<file path="src/logic/ciec_pkg.sv">
// Package: register map, field positions, reset values and types
package ciec_pkg;
    localparam logic [5:0] CIEC_OFS_COMMAND = 6'h01;
    localparam logic [5:0] CIEC_OFS_PRIMARY = 6'h02;
    localparam logic [5:0] CIEC_OFS_SECONDARY = 6'h03;
    localparam logic [7:0] CIEC_RST_COMMAND = 8'h20;
    localparam logic [7:0] CIEC_RST_PRIMARY = 8'h80;
    localparam logic [7:0] CIEC_RST_SECONDARY = 8'h00;
    localparam int CIEC_BIT_RCV_OFF = 5;
    localparam int CIEC_BIT_SLEEP = 4;
    localparam int CIEC_BIT_INVERT = 7;
    localparam int CIEC_BIT_PUSH_PULL = 7;
    localparam logic [7:0] CIEC_MASK_COMMAND = 8'h3F;
    localparam logic [7:0] CIEC_MASK_PRIMARY = 8'hFF;
    localparam logic [7:0] CIEC_MASK_SECONDARY = 8'h9F;
    localparam logic [4:0] CIEC_MASK_SEC_EN = 5'h1F;
    localparam logic [3:0] CIEC_CMD_IDLE = 4'h0;
    localparam logic [3:0] CIEC_CMD_SOFT_RESTART = 4'hF;
    // Cycles from a sleep-clear write to ready; arbitrary plain default
    localparam logic [7:0] CIEC_WAKE_CYCLES = 8'h10;

    typedef enum logic [1:0] {
        CIEC_AWAKE,
        CIEC_ASLEEP,
        CIEC_WAKING
    } ciec_power_type;

    typedef struct packed {
        logic [7:0] command;
        logic [7:0] primary;
        logic [7:0] secondary;
        ciec_power_type power;
        logic [7:0] wake_count;
    } ciec_state_type;

    typedef struct packed {
        logic wr;
        logic rd;
        logic [5:0] addr;
        logic [7:0] wdata;
    } ciec_access_type;

    typedef struct packed {
        logic tx_done_flag;
        logic rx_done_flag;
        logic idle_event_flag;
        logic high_level_flag;
        logic low_level_flag;
        logic fault_event_flag;
        logic timer_expiry_flag;
    } ciec_primary_flags_type;

    typedef struct packed {
        logic side_input_active_flag;
        logic mode_detected_flag;
        logic checksum_done_flag;
        logic field_present_flag;
        logic field_lost_flag;
    } ciec_secondary_flags_type;
endpackage

</file>
<file path="src/logic/ciec_control.sv">
// Command register, interrupt enables and alert pin control
// What this block does
// - Command bit 5 set switches receiver analog off until cleared.
// - Writing 1 to command bit 4 enters soft sleep.
// - Clearing sleep starts wake-up; bit reads 1 until ready.
// - While soft restart runs, a set sleep bit of a command write is ignored.
// - Low four command bits start a command and read running command.
// - Primary bit 7 inverts the alert pin versus summary status.
// - Reset values of polarity and drive leave the pin high impedance.
// - Primary bits 6..0 enable seven primary requests onto the pin.
// - Secondary bits 4..0 enable five secondary requests onto the pin.
// - Secondary bit 7 selects push-pull, else open-drain.
// - Internal machines update the command field; done returns idle.
`timescale 1ns/1ps
module ciec_control (
    input wire logic clk,
    input wire logic srst,
    input wire ciec_pkg::ciec_access_type access,
    output logic [7:0] rdata,
    input wire logic engine_load,
    input wire logic [3:0] engine_command,
    input wire logic engine_done,
    input wire ciec_pkg::ciec_primary_flags_type primary_flags,
    input wire ciec_pkg::ciec_secondary_flags_type secondary_flags,
    output logic receiver_analog_off,
    output logic sleep_active,
    output logic [3:0] active_command,
    output logic summary_irq,
    output logic alert_pin_out,
    output logic alert_pin_oe
);
    ciec_pkg::ciec_state_type state;
    ciec_pkg::ciec_state_type next_state;
    logic [7:0] next_rdata;
    logic prim_hit;
    logic sec_hit;
    logic level;

    function automatic logic [7:0] ciec_read(
        input ciec_pkg::ciec_state_type s,
        input logic [5:0] addr
    );
        logic [7:0] v;
        v = 8'h00;
        case (addr)
            ciec_pkg::CIEC_OFS_COMMAND: begin
                v = s.command & ciec_pkg::CIEC_MASK_COMMAND;
                // Sleep reads 1 until wake-up finishes
                if (s.power != ciec_pkg::CIEC_AWAKE) begin
                    v[ciec_pkg::CIEC_BIT_SLEEP] = 1'b1;
                end
            end
            ciec_pkg::CIEC_OFS_PRIMARY: v = s.primary;
            ciec_pkg::CIEC_OFS_SECONDARY: begin
                v = s.secondary & ciec_pkg::CIEC_MASK_SECONDARY;
            end
            default: v = 8'h00;
        endcase
        return v;
    endfunction

    always_comb begin
        next_state = state;
        if (access.wr && access.addr == ciec_pkg::CIEC_OFS_COMMAND) begin
            next_state.command[5:0] = access.wdata[5:0];
            next_state.command[7:6] = 2'b00;
            if (access.wdata[ciec_pkg::CIEC_BIT_SLEEP]) begin
                // Restart blocks sleep: avoids losing the restart midway
                if (state.command[3:0] ==
                        ciec_pkg::CIEC_CMD_SOFT_RESTART) begin
                    next_state.command[ciec_pkg::CIEC_BIT_SLEEP] =
                        1'b0;
                end else begin
                    next_state.power = ciec_pkg::CIEC_ASLEEP;
                end
            end else if (state.power == ciec_pkg::CIEC_ASLEEP) begin
                next_state.power = ciec_pkg::CIEC_WAKING;
                next_state.wake_count = ciec_pkg::CIEC_WAKE_CYCLES;
            end
        end else begin
            // Host write wins over an engine update in the same cycle
            if (engine_load) begin
                next_state.command[3:0] = engine_command;
            end else if (engine_done) begin
                next_state.command[3:0] = ciec_pkg::CIEC_CMD_IDLE;
            end
        end
        if (access.wr && access.addr == ciec_pkg::CIEC_OFS_PRIMARY) begin
            next_state.primary = access.wdata & ciec_pkg::CIEC_MASK_PRIMARY;
        end
        if (access.wr && access.addr == ciec_pkg::CIEC_OFS_SECONDARY) begin
            next_state.secondary =
                access.wdata & ciec_pkg::CIEC_MASK_SECONDARY;
        end
        if (state.power == ciec_pkg::CIEC_WAKING && !(access.wr &&
                access.addr == ciec_pkg::CIEC_OFS_COMMAND)) begin
            if (state.wake_count == 8'h01) begin
                next_state.power = ciec_pkg::CIEC_AWAKE;
                next_state.command[ciec_pkg::CIEC_BIT_SLEEP] = 1'b0;
                next_state.wake_count = 8'h00;
            end else begin
                next_state.wake_count = state.wake_count - 8'h01;
            end
        end
        case (next_state.power)
            ciec_pkg::CIEC_AWAKE: next_state.command[4] = 1'b0;
            ciec_pkg::CIEC_ASLEEP: next_state.command[4] = 1'b1;
            ciec_pkg::CIEC_WAKING: next_state.command[4] = 1'b1;
            default: next_state.power = ciec_pkg::CIEC_AWAKE;
        endcase
        if (srst) begin
            next_state.command = ciec_pkg::CIEC_RST_COMMAND;
            next_state.primary = ciec_pkg::CIEC_RST_PRIMARY;
            next_state.secondary = ciec_pkg::CIEC_RST_SECONDARY;
            next_state.power = ciec_pkg::CIEC_AWAKE;
            next_state.wake_count = 8'h00;
        end
        next_rdata = srst ? 8'h00 :
            (access.rd ? ciec_read(state, access.addr) : rdata);
    end

    always_ff @(posedge clk) begin
        state <= next_state;
        rdata <= next_rdata;
    end

    always_comb begin
        prim_hit = |(primary_flags & state.primary[6:0]);
        sec_hit = |(secondary_flags &
            state.secondary[4:0] & ciec_pkg::CIEC_MASK_SEC_EN);
        summary_irq = prim_hit | sec_hit;
        level = summary_irq ^
            state.primary[ciec_pkg::CIEC_BIT_INVERT];
        alert_pin_out = level;
        // Open drain only pulls low; with reset values the pin floats
        alert_pin_oe = state.secondary[ciec_pkg::CIEC_BIT_PUSH_PULL] |
            ~level;
        receiver_analog_off =
            state.command[ciec_pkg::CIEC_BIT_RCV_OFF];
        sleep_active = state.power != ciec_pkg::CIEC_AWAKE;
        active_command = state.command[3:0];
    end

    polarity_pin_a: assert property (@(posedge clk) disable iff (srst)
        alert_pin_out == (summary_irq ^ state.primary[7]))
        else $error("alert pin polarity wrong");
    reset_float_a: assert property (@(posedge clk)
        $past(srst) && !srst && !summary_irq |-> !alert_pin_oe)
        else $error("alert pin driven after reset");
    push_pull_a: assert property (@(posedge clk) disable iff (srst)
        state.secondary[7] |-> alert_pin_oe)
        else $error("push-pull pin not driven");
    open_drain_a: assert property (@(posedge clk) disable iff (srst)
        !state.secondary[7] && alert_pin_out |-> !alert_pin_oe)
        else $error("open drain drove high");
    summary_or_a: assert property (@(posedge clk) disable iff (srst)
        summary_irq == (|(primary_flags & state.primary[6:0]) |
            |(secondary_flags & state.secondary[4:0])))
        else $error("summary mismatch");
    rcv_off_a: assert property (@(posedge clk) disable iff (srst)
        access.wr && access.addr == 6'h01 |=>
        receiver_analog_off == $past(access.wdata[5]))
        else $error("receiver off not written");
    sleep_enter_a: assert property (@(posedge clk) disable iff (srst)
        access.wr && access.addr == 6'h01 && access.wdata[4] &&
        state.command[3:0] != 4'hF |=> sleep_active)
        else $error("sleep not entered");
    wake_hold_a: assert property (@(posedge clk) disable iff (srst)
        $rose(state.power == ciec_pkg::CIEC_WAKING) |->
        (sleep_active && state.command[4]) [*8])
        else $error("sleep bit dropped early");
    restart_block_a: assert property (@(posedge clk) disable iff (srst)
        access.wr && access.addr == 6'h01 && state.command[3:0] == 4'hF &&
        !sleep_active |=> !sleep_active)
        else $error("sleep set during restart");
    cmd_done_a: assert property (@(posedge clk) disable iff (srst)
        engine_done && !engine_load && !access.wr |=>
        active_command == 4'h0)
        else $error("command not back to idle");
    reserved_zero_a: assert property (@(posedge clk) disable iff (srst)
        state.command[7:6] == 2'b00 && state.secondary[6:5] == 2'b00)
        else $error("reserved bits set");
    cmd_start_a: assert property (@(posedge clk) disable iff (srst)
        access.wr && access.addr == 6'h01 |=>
        active_command == $past(access.wdata[3:0]))
        else $error("command not started");

    // Reset values, checked on the first edge after release
    rst_command_a: assert property (@(posedge clk)
        $past(srst) && !srst |->
        state.command == ciec_pkg::CIEC_RST_COMMAND)
        else $error("command reset value wrong");
    rst_primary_a: assert property (@(posedge clk)
        $past(srst) && !srst |->
        state.primary == ciec_pkg::CIEC_RST_PRIMARY)
        else $error("primary reset value wrong");
    rst_secondary_a: assert property (@(posedge clk)
        $past(srst) && !srst |->
        state.secondary == ciec_pkg::CIEC_RST_SECONDARY)
        else $error("secondary reset value wrong");
    rst_awake_a: assert property (@(posedge clk)
        $past(srst) && !srst |-> !sleep_active)
        else $error("asleep after reset");

    // Register contents move only on their own writes
    rcv_hold_a: assert property (@(posedge clk) disable iff (srst)
        !(access.wr && access.addr == 6'h01) |=>
        $stable(receiver_analog_off))
        else $error("receiver off changed without write");
    prim_write_a: assert property (@(posedge clk) disable iff (srst)
        access.wr && access.addr == 6'h02 |=>
        state.primary == $past(access.wdata))
        else $error("primary enable not written");
    sec_write_a: assert property (@(posedge clk) disable iff (srst)
        access.wr && access.addr == 6'h03 |=>
        state.secondary == ($past(access.wdata) & 8'h9F))
        else $error("secondary enable not written");
    prim_hold_a: assert property (@(posedge clk) disable iff (srst)
        !(access.wr && access.addr == 6'h02) |=> $stable(state.primary))
        else $error("primary enable changed alone");
    sec_hold_a: assert property (@(posedge clk) disable iff (srst)
        !(access.wr && access.addr == 6'h03) |=> $stable(state.secondary))
        else $error("secondary enable changed alone");

    // Sleep and wake-up sequence
    wake_start_a: assert property (@(posedge clk) disable iff (srst)
        access.wr && access.addr == 6'h01 && !access.wdata[4] &&
        state.power == ciec_pkg::CIEC_ASLEEP |=>
        state.power == ciec_pkg::CIEC_WAKING &&
        state.wake_count == ciec_pkg::CIEC_WAKE_CYCLES)
        else $error("wake-up not started");
    wake_done_a: assert property (@(posedge clk) disable iff (srst)
        state.power == ciec_pkg::CIEC_WAKING && state.wake_count == 8'h01 &&
        !(access.wr && access.addr == 6'h01) |=> !sleep_active)
        else $error("wake-up not finished");
    read_sleep_a: assert property (@(posedge clk) disable iff (srst)
        access.rd && access.addr == 6'h01 && sleep_active |=> rdata[4])
        else $error("sleep bit read low while not ready");
    sleep_hold_a: assert property (@(posedge clk) disable iff (srst)
        state.power == ciec_pkg::CIEC_ASLEEP &&
        !(access.wr && access.addr == 6'h01) |=> sleep_active)
        else $error("left sleep without write");
    restart_keep_a: assert property (@(posedge clk) disable iff (srst)
        access.wr && access.addr == 6'h01 && access.wdata[4] &&
        state.command[3:0] == 4'hF && !sleep_active |=> !state.command[4])
        else $error("sleep bit set during restart");

    // Read path
    read_cmd_a: assert property (@(posedge clk) disable iff (srst)
        access.rd && access.addr == 6'h01 |=> rdata[7:6] == 2'b00)
        else $error("command reserved bits read");
    read_sec_a: assert property (@(posedge clk) disable iff (srst)
        access.rd && access.addr == 6'h03 |=> rdata[6:5] == 2'b00)
        else $error("secondary reserved bits read");
    read_unmapped_a: assert property (@(posedge clk) disable iff (srst)
        access.rd && (access.addr == 6'h00 || access.addr > 6'h03) |=>
        rdata == 8'h00)
        else $error("unmapped read not zero");
    read_hold_a: assert property (@(posedge clk) disable iff (srst)
        !access.rd |=> $stable(rdata))
        else $error("read data changed without read");
    rcv_read_a: assert property (@(posedge clk) disable iff (srst)
        access.rd && access.addr == 6'h01 |=>
        rdata[5] == $past(receiver_analog_off))
        else $error("receiver off read wrong");
    prim_read_a: assert property (@(posedge clk) disable iff (srst)
        access.rd && access.addr == 6'h02 |=>
        rdata == $past(state.primary))
        else $error("primary read wrong");
    sec_read_a: assert property (@(posedge clk) disable iff (srst)
        access.rd && access.addr == 6'h03 |=>
        rdata == $past(state.secondary))
        else $error("secondary read wrong");

    // Engine updates of the command field
    engine_load_a: assert property (@(posedge clk) disable iff (srst)
        engine_load && !access.wr |=>
        active_command == $past(engine_command))
        else $error("engine command not loaded");
    done_keep_a: assert property (@(posedge clk) disable iff (srst)
        engine_done && !engine_load && !access.wr |=>
        $stable(receiver_analog_off))
        else $error("done touched receiver bit");

    // Alert pin, independent of any write
    pin_summary_a: assert property (@(posedge clk) disable iff (srst)
        !summary_irq && state.primary[7] && !state.secondary[7] |->
        !alert_pin_oe)
        else $error("pin driven while it should float");
    prim_gate_a: assert property (@(posedge clk) disable iff (srst)
        state.primary[6:0] == 7'h00 && state.secondary[4:0] == 5'h00 |->
        !summary_irq)
        else $error("summary set with all enables off");
    pin_low_a: assert property (@(posedge clk) disable iff (srst)
        !state.secondary[7] && !alert_pin_out |-> alert_pin_oe)
        else $error("open drain did not pull low");
endmodule // ciec_control

</file>
<file path="config.mk">
export PLATFORM = sky130hd
export DESIGN_NAME = ciec_control
export DESIGN_NICKNAME = d
export VERILOG_FILES = /design/src/logic/ciec_pkg.sv /design/src/logic/ciec_control.sv
export SDC_FILE = /design/constraint.sdc
export NUM_CORES = 1
export LEC_CHECK = 0
export ABC_AREA = 1
export BUFFER_PORTS_ARGS = -buffer_cell sky130_fd_sc_hd__buf_4
export CAP_MARGIN = 20
export CORE_ASPECT_RATIO = 1.25
export CORE_UTILIZATION = 37
export DETAILED_ROUTE_END_ITERATION = 8
export PLACE_DENSITY = 0.64
export REMOVE_ABC_BUFFERS = 1
export SYNTH_ARGS = -nofsm -noshare
export SYNTH_HDL_FRONTEND = slang
export SYNTH_SLANG_ARGS = --single-unit
</file>
<file path="constraint.sdc">
create_clock -name clk -period 4.7 [get_ports clk]
set_input_delay 0.94 -clock clk [delete_from_list [all_inputs] [get_ports clk]]
set_output_delay 0.94 -clock clk [all_outputs]
set_load 0.05 [all_outputs]
</file>
[Word-level counts from Yosys, hierarchy flattened]
Index checks and enable logic that the tools add are counted.
Word-level totals
  output and inout bits: 17
  input port bits: 36
  bits in registers: 38
Cells by class
  muxes and demuxes: 19
  equality and inequality tests: 10
  reduce and logical (&&, ||, !) cells: 16
  add/subtract/negate cells: 1
  bitwise operators: 7
Operators by type and width (number)
  10-bit two-way mux: 3
  8-bit one-hot mux with 3 select lines: 1
  8-bit two-way mux: 2
  6-bit by 2-bit == test with 1-bit output (second input constant): 2
  4-bit two-way mux: 3
  8-bit by 1-bit == test with 1-bit output (second input constant): 1
  8-bit by 1-bit subtractor with 8-bit output (second input constant): 1
  7-bit AND: 1
  7-bit OR reduction: 1
  6-bit by 1-bit == test with 1-bit output (second input constant): 1
  1-bit two-way mux: 6
  2-bit two-way mux: 3
  2-bit nonzero test: 3
  5-bit AND: 1
  5-bit OR reduction: 1
  2-bit by 1-bit == test with 1-bit output (second input constant): 2
  2-bit == test (second input constant): 2
  4-bit == test (second input constant): 1
  1-bit logical AND: 4
  2-bit OR reduction: 2
  3-bit AND reduction: 1
  3-bit nonzero test: 1
  3-bit OR reduction: 1
  2-bit logical NOT: 1
  other kinds (6): 8

[Depth between registers and ports, before layout]
Gate-level depths: netlist of run 1.
  depth after elaboration: 10
  gate-level depth with buffers: 11

[Least setup slack after synthesis of run 1]
Ideal clock, no wire load.
  path type: input to output
  from: input port primary_flags[1] (netlist bit)
  to: output port alert_pin_oe
  stages on the path: 6
  path buffers: 0
  path slack: 0.665 ns
  arrival: 3.095 ns
  data required time: 3.760 ns
  cell sequence: nand2_1 -> nand2_1 -> nor2_1 -> nand3_1 -> xor2_1 -> nand2_1
On the way
  cells in the longest elaborated chain, start to end: 6
Ends and longest elaborated chain
  start, declared: RTL line ciec_control.sv:23  | input wire ciec_pkg::ciec_primary_flags_type primary_flags,
  7-bit AND: RTL line ciec_control.sv:128  | prim_hit = |(primary_flags & state.primary[6:0]);
  7-bit OR reduction: RTL line ciec_control.sv:128
  1-bit bitwise OR: RTL line ciec_control.sv:131  | summary_irq = prim_hit | sec_hit;
  named net summary_irq: RTL line ciec_control.sv:28  | output logic summary_irq,
  1-bit bitwise XOR: RTL line ciec_control.sv:132  | level = summary_irq ^
  named net alert_pin_out: RTL line ciec_control.sv:29  | output logic alert_pin_out,
  1-bit inverter: RTL line ciec_control.sv:137  | ~level;
  1-bit bitwise OR: RTL line ciec_control.sv:136  | alert_pin_oe = state.secondary[ciec_pkg::CIEC_BIT_PUSH_PULL] |
  end, declared: RTL line ciec_control.sv:30  | output logic alert_pin_oe
The timed path passes the listed nets, and every way through them passes these cells.

[Worst setup path after layout of run 1]
  from: input port primary_flags[1] (netlist bit)
  to: output port alert_pin_oe
On the way
  cells in the longest elaborated chain, start to end: 6
Ends and longest elaborated chain (RTL line)
  7-bit AND: ciec_control.sv:128
  7-bit OR reduction: ciec_control.sv:128
  1-bit bitwise OR: ciec_control.sv:131
  1-bit bitwise XOR: ciec_control.sv:132
  1-bit inverter: ciec_control.sv:137
  1-bit bitwise OR: ciec_control.sv:136
Every way passes these cells.

==> results of run 1 <==
-- worst max path at each step --
stage | startpoint | endpoint | slack (ns) | cells after the start
after floorplan | primary_flags[1] | alert_pin_oe | 0.67 | 6
after global placement | primary_flags[1] | alert_pin_oe | 1.88 | 8
after detailed placement | primary_flags[1] | alert_pin_oe | 1.88 | 8
after CTS | primary_flags[1] | alert_pin_oe | 1.88 | 8
after global routing | secondary_flags[4] | alert_pin_oe | 1.76 | 8
final | primary_flags[1] | alert_pin_oe | 1.89 | 8
-- area by class of cell --
cell class	instances	area (um2)
Timing Repair Buffer	52	390
Tap cell	62	77.6
Fill cell	556	2640
Clock inverter	1	5.00
Inverter	25	93.8
Clock buffer	7	86.3
Sequential cell	38	761
Multi-Input combinational cell	221	1090
-- per-stage QoR --
| step | power (mW) | hold slack (ns) | cells |
|---|---|---|---|
| after floorplan | 0.366 | 0.445 | 284 |
| after CTS | 0.639 | 0.471 | 406 |
| after global placement | 0.407 | 0.461 | 398 |
| final | 0.635 | 0.470 | 406 |
| after global routing | 0.659 | 0.487 | 406 |
| after detailed placement | 0.407 | 0.459 | 398 |
-- cells by family after synthesis --
group	share of synthesized area [%]
AO/OA/AOI/OAI	12.8
XOR/XNOR	2.62
adder cells (fa/ha/maj)	1.87
buffers and inverters	7.49
flip-flops	37.9
AND/OR/NAND/NOR	37.3
-- metal layers --
layer  part of all wire (%)  wire [um]  vias to the layer above
met4                    1.9         97                        0
met1                     44       2250                      932
li1                       -          -                     1055
met5                      0          0                        -
met2                     49       2480                       41
met3                    4.5        227                        9
-- registers in the layout, indices dropped and copies added (netlist names) --
signal and flops:
state 25, rdata 8, active_command 4, receiver_analog_off 1
-- power breakdown --
part | switching (mW) | internal, mW
sequential | 0.00317 | 0.325
clock | 0.117 | 0.118
combinational | 0.0416 | 0.0299
total | 0.162 | 0.473
-- worst register-to-register path, cell delays in order, from the launching register on --
cell and delay (ns):
dfxtp_1 0.33, inv_1 0.08, ha_1 0.14, inv_1 0.04
nor3_1 0.14, nand3_1 0.27, nor2_2 0.27, nor2_1 0.08
ha_1 0.19, nor2_1 0.13, inv_1 0.07, nor3_2 0.13
-- cell usage after synthesis --
| library cell | instances | area [um2] |
|---|---|---|
| nand2_4 | 2 | 22.5 |
| nor3_2 | 1 | 10.0 |
| buf_4 | 4 | 30.0 |
| nand2_2 | 2 | 12.5 |
| nand3b_1 | 2 | 15.0 |
| ha_1 | 3 | 37.5 |
| xor2_1 | 4 | 35.0 |
| o21ai_1 | 5 | 25.0 |
| nand4_1 | 5 | 31.3 |
| inv_2 | 4 | 15.0 |
| nand3_1 | 30 | 150 |
| inv_1 | 21 | 78.8 |
| nand2_1 | 70 | 263 |
| nor2_2 | 6 | 37.5 |
| or2_2 | 1 | 6.26 |
| o21ai_0 | 19 | 95.1 |
| nor2_8 | 1 | 20.0 |
| nor2_4 | 2 | 22.5 |
| buf_6 | 1 | 11.3 |
| nor2_1 | 36 | 135 |
| a21oi_1 | 26 | 130 |
| dfxtp_1 | 38 | 761 |
| nand4_2 | 1 | 12.5 |
| xnor2_1 | 2 | 17.5 |
| clkbuf_1 | 4 | 15.0 |
| nor3_1 | 2 | 10.0 |
| o22ai_1 | 1 | 6.26 |
==> impl_results.md, run 1 <==
- N_diodes: 0
- DR vias/cell: about 5
- WP data arrival: approximately 1.9 ns
- First-pass GRT wire length: 8.24 mm
- Hold Path End: rdata[7]
- Antenna violations before repair: 0
- Status: completed
- Clock Latency Late Sink: roughly 0.30 ns
- Clk buf depth: 2
- Post-route ant nets: 0
- Final Net Count: roughly 380
- Worst path slowest cell: buf_4
- Setup TNS: 0 ns
- Synthesized flop and latch total: 38
- Setup WS post-layout: roughly 1.9 ns
- Final Util: ~49%
- Power per cell area: about 250 nW/um2
- Worst Reg-to-Reg Cells: 11
- CP startpoint kind: primary input
- Die width: 67.9 um
- Sink Count: 38
- GR Util met2: between 30% and 40%
- R2r setup slk: 2.76 ns
- R2r startpoint: state[1]
- CP Class: in -> out
- RePlAce Congestion: about 0.86
- Detailed placement HPWL: around 3.8 mm
- Number of buffers added on ports: 52
- Via Count: between 2k and 2.5k
- Die Y: ~84 um
- Worst slew margin: between 60% and 70%
- Total Routing Usage GR: 19.2%
- Most Crowded Layer GR: met2
- Largest net degree at the start of global routing: 23
- Yosys warnings: 0
- CTS tree: done
- Grt met1 use: a little under a quarter
- Vias in the first global route: approximately 1.8k
- Sequential area share after synthesis: approximately 38%
- Total wire length: a little over 5 mm
- Syn Area/Cell: between 6 and 7 um2
- LEAKAGE: approximately 1.2 nW
- Drt initial violations: 100
- Layout area overhead: 25.1%
- Crit path buffers/inverters: 2
- CTS Root Cell: clkbuf_8
- Core region area: between 5000 and 6000 um2
- DRC violations left: 0
- Initial core utilization: about two fifths
- Worst path max stage delay: about 0.19 ns
- # Max-Cap Violations: 0
- Final period utilization: 59.8%
- Mapped Cells: 293
- Worst-path cell chain: buf_4, nand2_1, nand2_1, nor2_1, nand3_1, xor2_1, nand2_1, buf_4
- Critical R2R Capture: state[9]
- Crit Path Max Fanout: 2
- Clk pin slew, worst setup/hold paths: approximately 0.070 ns
- CTS Buf Count: 5
- Final design instance area without fill: ~2500 um2
- First-pass DRT Iterations: 4
- Synth Cell Area: ~2000 um2
- Io pins: 53
- Gr ovfl total: 0
- H-tree Lvls: 2
- Met3 Resource Use GR: under 10%
- Peak Freq: about 0.36 GHz
- Share of cells above drive strength 1: a little under a quarter
- DR WL/cell: 12.4 um
- Setup Buffers After CTS: 0
- Peak supply drop: 0.133 mV
- Cts hold-fix bufs: 0
- Required time of the critical path: roughly 3.8 ns
- Post-cts sizing count: 0
- DP Worst Slack: 1.88 ns
- FP Rows: 29
- Final Hold Fails: 0
- Slew Viols, Final: 0
- Worst slew pin tran: between 0.4 and 0.5 ns
- Die area: ~5700 um2
- Worst min path class: reg -> reg
- Post-synth cell types: 27
- RSZ-0062 raised after global routing: no
- Placed Area: around 2400 um2
- Most common cell after layout, fill and taps aside: nand2_1
- Most frequent CP cell: nand2_1
- CP endpoint kind: output port
- Most frequent cells in the layout: nand2_1, buf_4, dfxtp_1
- HP Start: rdata[7]
- Top delay family on crit path: simple AND/OR/NAND/NOR gates
- Fin crit period: roughly 2.8 ns
- Min-Delay Path Depth: 2
- # setup viols final: 0
- Setup Skew: ~0.0093 ns
No activity file was read; power rests on OpenSTA's default activity.
==> inputs of run 2 (changes only) <==
==> constraint.sdc (replaced) <==
create_clock -name clk -period 2.7 [get_ports clk]
set_input_delay 0.54 -clock clk [delete_from_list [all_inputs] [get_ports clk]]
set_output_delay 0.54 -clock clk [all_outputs]
set_load 0.05 [all_outputs]
==> run 2 against run 1 <==
Global-route usage fell by 0.16 points; sequential power increased by 74%; via count shrank 0.39%; clock power rose to 2.6 times the previous value; critical path depth shrank 1; worst hold slack worse by 0.0033 ns; register-to-register slack got worse by 2.0 ns; sequential share of layout area decreased by 0.61 points; critical path type is now reg -> out; critical endpoint unchanged.
==> impl_results.md, run 2 (synthesis results as in run 1) <==
- Largest net degree at the start of global routing: 23
- Setup TNS: 0 ns
- Finished Layout Cells: 406
- DR vias/cell: 5.00
- Most frequent CP cell: nand2_1
- Total Routing Usage GR: 19.0%
- Top delay family on crit path: simple AND/OR/NAND/NOR gates
- Power per cell area: approximately 510 nW/um2
- Total wire length: between 5 and 6 mm
- Core region area: 5150 um2
- Die Y: 84.3 um
- CP startpoint kind: register
- FP Rows: 29
- Largest register FFs: 25
- Die area: 5720 um2
- Post-route ant nets: 0
- LEAKAGE: between 1 and 1.5 nW
- Io pins: 53
- First-pass DRT Iterations: 4
- Fill cells: 535
- Status: completed
- DRC violations left: 0
- HP Start: access[6]
- Clk buf depth: 2
- CTS Root Cell: clkbuf_8
- R2r startpoint: state[1]
- Final Net Count: 382
- Vias in the first global route: 1849
- Final design instance area without fill: around 2600 um2
- Setup WS post-layout: ~0.7 ns
- Final period utilization: 74.7%
- Worst-path cell chain: nand2_1, nand2_1, nor2_1, nand3_1, xor2_1, nand2_1, buf_4
- Via Count: a little over 2k
- Drt initial violations: 96
- Setup Skew: between 0.006 and 0.007 ns
- Dpl cells: 398
- Gr ovfl total: 0
- Initial core utilization: around two fifths
- Crit. Startpoint: state[14]
- CP Class: reg -> out
- Worst slew margin: between 60% and 70%
- DP Worst Slack: roughly 0.46 ns
- Antenna violations before repair: 0
- Clock Latency Late Sink: 0.29 ns
- Peak supply drop: approximately 0.31 mV
- First-pass GRT wire length: roughly 8.3 mm
- RSZ-0062 raised after global routing: no
- Worst slew pin tran: around 0.46 ns
- Worst path slowest cell: dfxtp_1
- Setup Buffers After CTS: 0
- H-tree Lvls: 2
- Largest Register: state
- Number of buffers added on ports: between 50 and 60
- Slew Viols, Final: 0
- CTS tree: done
- Detailed placement HPWL: around 4.0 mm
- CTS Buf Count: 5
- Clk pin slew, worst setup/hold paths: about 0.080 ns
- Cts hold-fix bufs: 0
- Most common cell after layout, fill and taps aside: nand2_1
- N_diodes: 0
- Die width: roughly 68 um
- Most frequent cells in the layout: nand2_1, buf_4, dfxtp_1
- Fin crit period: between 2 and 2.5 ns
- CP endpoint kind: output port
- # Max-Cap Violations: 0
- Power, Total: around 1.3 mW
- Final Hold Fails: 0
- Crit Path Max Fanout: 3
- Hold Slack: around 0.47 ns
- Crit path buffers/inverters: 1
- Required time of the critical path: approximately 2.2 ns
- Peak Freq: about 0.50 GHz
- Sink Count: 38
- WP data arrival: ~1.5 ns
- Worst path max stage delay: ~0.35 ns
- RePlAce Congestion: about 0.76
- Placed Area: between 2000 and 2500 um2
- DR WL/cell: between 10 and 15 um
- Layout area overhead: 27.6%
- Post-cts sizing count: 0
- Worst min path class: in -> reg
- Final Util: between 40% and 50%
- # setup viols final: 0
- Share of cells above drive strength 1: 23.3%
[run 2: cell types whose count changed in the layout (fill, tap and decap cells not counted), sizes merged]
cell,change
bufinv,+2
clkbuf,-1
clkinv,-1
[run 2: final cells by class]
type                            count  area, um2  share of cell area [%]
Clock inverter                      2       60.1                    2.35
Inverter                           25       93.8                    3.67
Sequential cell                    38        761                    29.7
Multi-Input combinational cell    221       1090                    42.8
Timing Repair Buffer               52        390                    15.2
Tap cell                           62       77.6                    3.03
Clock buffer                        6       82.6                    3.23
[run 2: where the power goes]
part | switching [mW] | internal, mW | total (mW) | leakage (nW)
registers | 0.00580 | 0.566 | 0.571 | 0.307
clock network | 0.209 | 0.394 | 0.603 | 0.0714
logic | 0.0726 | 0.0521 | 0.125 | 0.832
total | 0.287 | 1.01 | 1.30 | 1.21
[run 2: worst paths after layout]
| kind | end | slack [ns] | cells past startpoint |
|---|---|---|---|
| worst max register to register | state[9] | 0.78 | 11 |
| worst min register to register | rdata[0] | 0.47 | 2 |
| worst max-delay path | alert_pin_oe | 0.68 | 7 |
| worst min-delay path | state[24] | 0.47 | 3 |
[run 2: worst register-to-register path, stage by stage, from the launching register on]
cell     delay (ns)
dfxtp_1        0.33
inv_1          0.08
ha_1           0.13
inv_1          0.04
nor3_1         0.13
nand3_1        0.27
nor2_2         0.26
nor2_1         0.07
ha_1           0.19
nor2_1         0.13
inv_1          0.07
nor3_2         0.14
[run 2: metal layers]
layer / vias up / wire, um / track usage, %
met3: 4 / 291 / 5.03
met4: 0 / 50 / 4.55
met5: - / 0 / 0
met2: 45 / 2640 / 32.4
met1: 923 / 2190 / 23.2
li1: 1057 / - / -
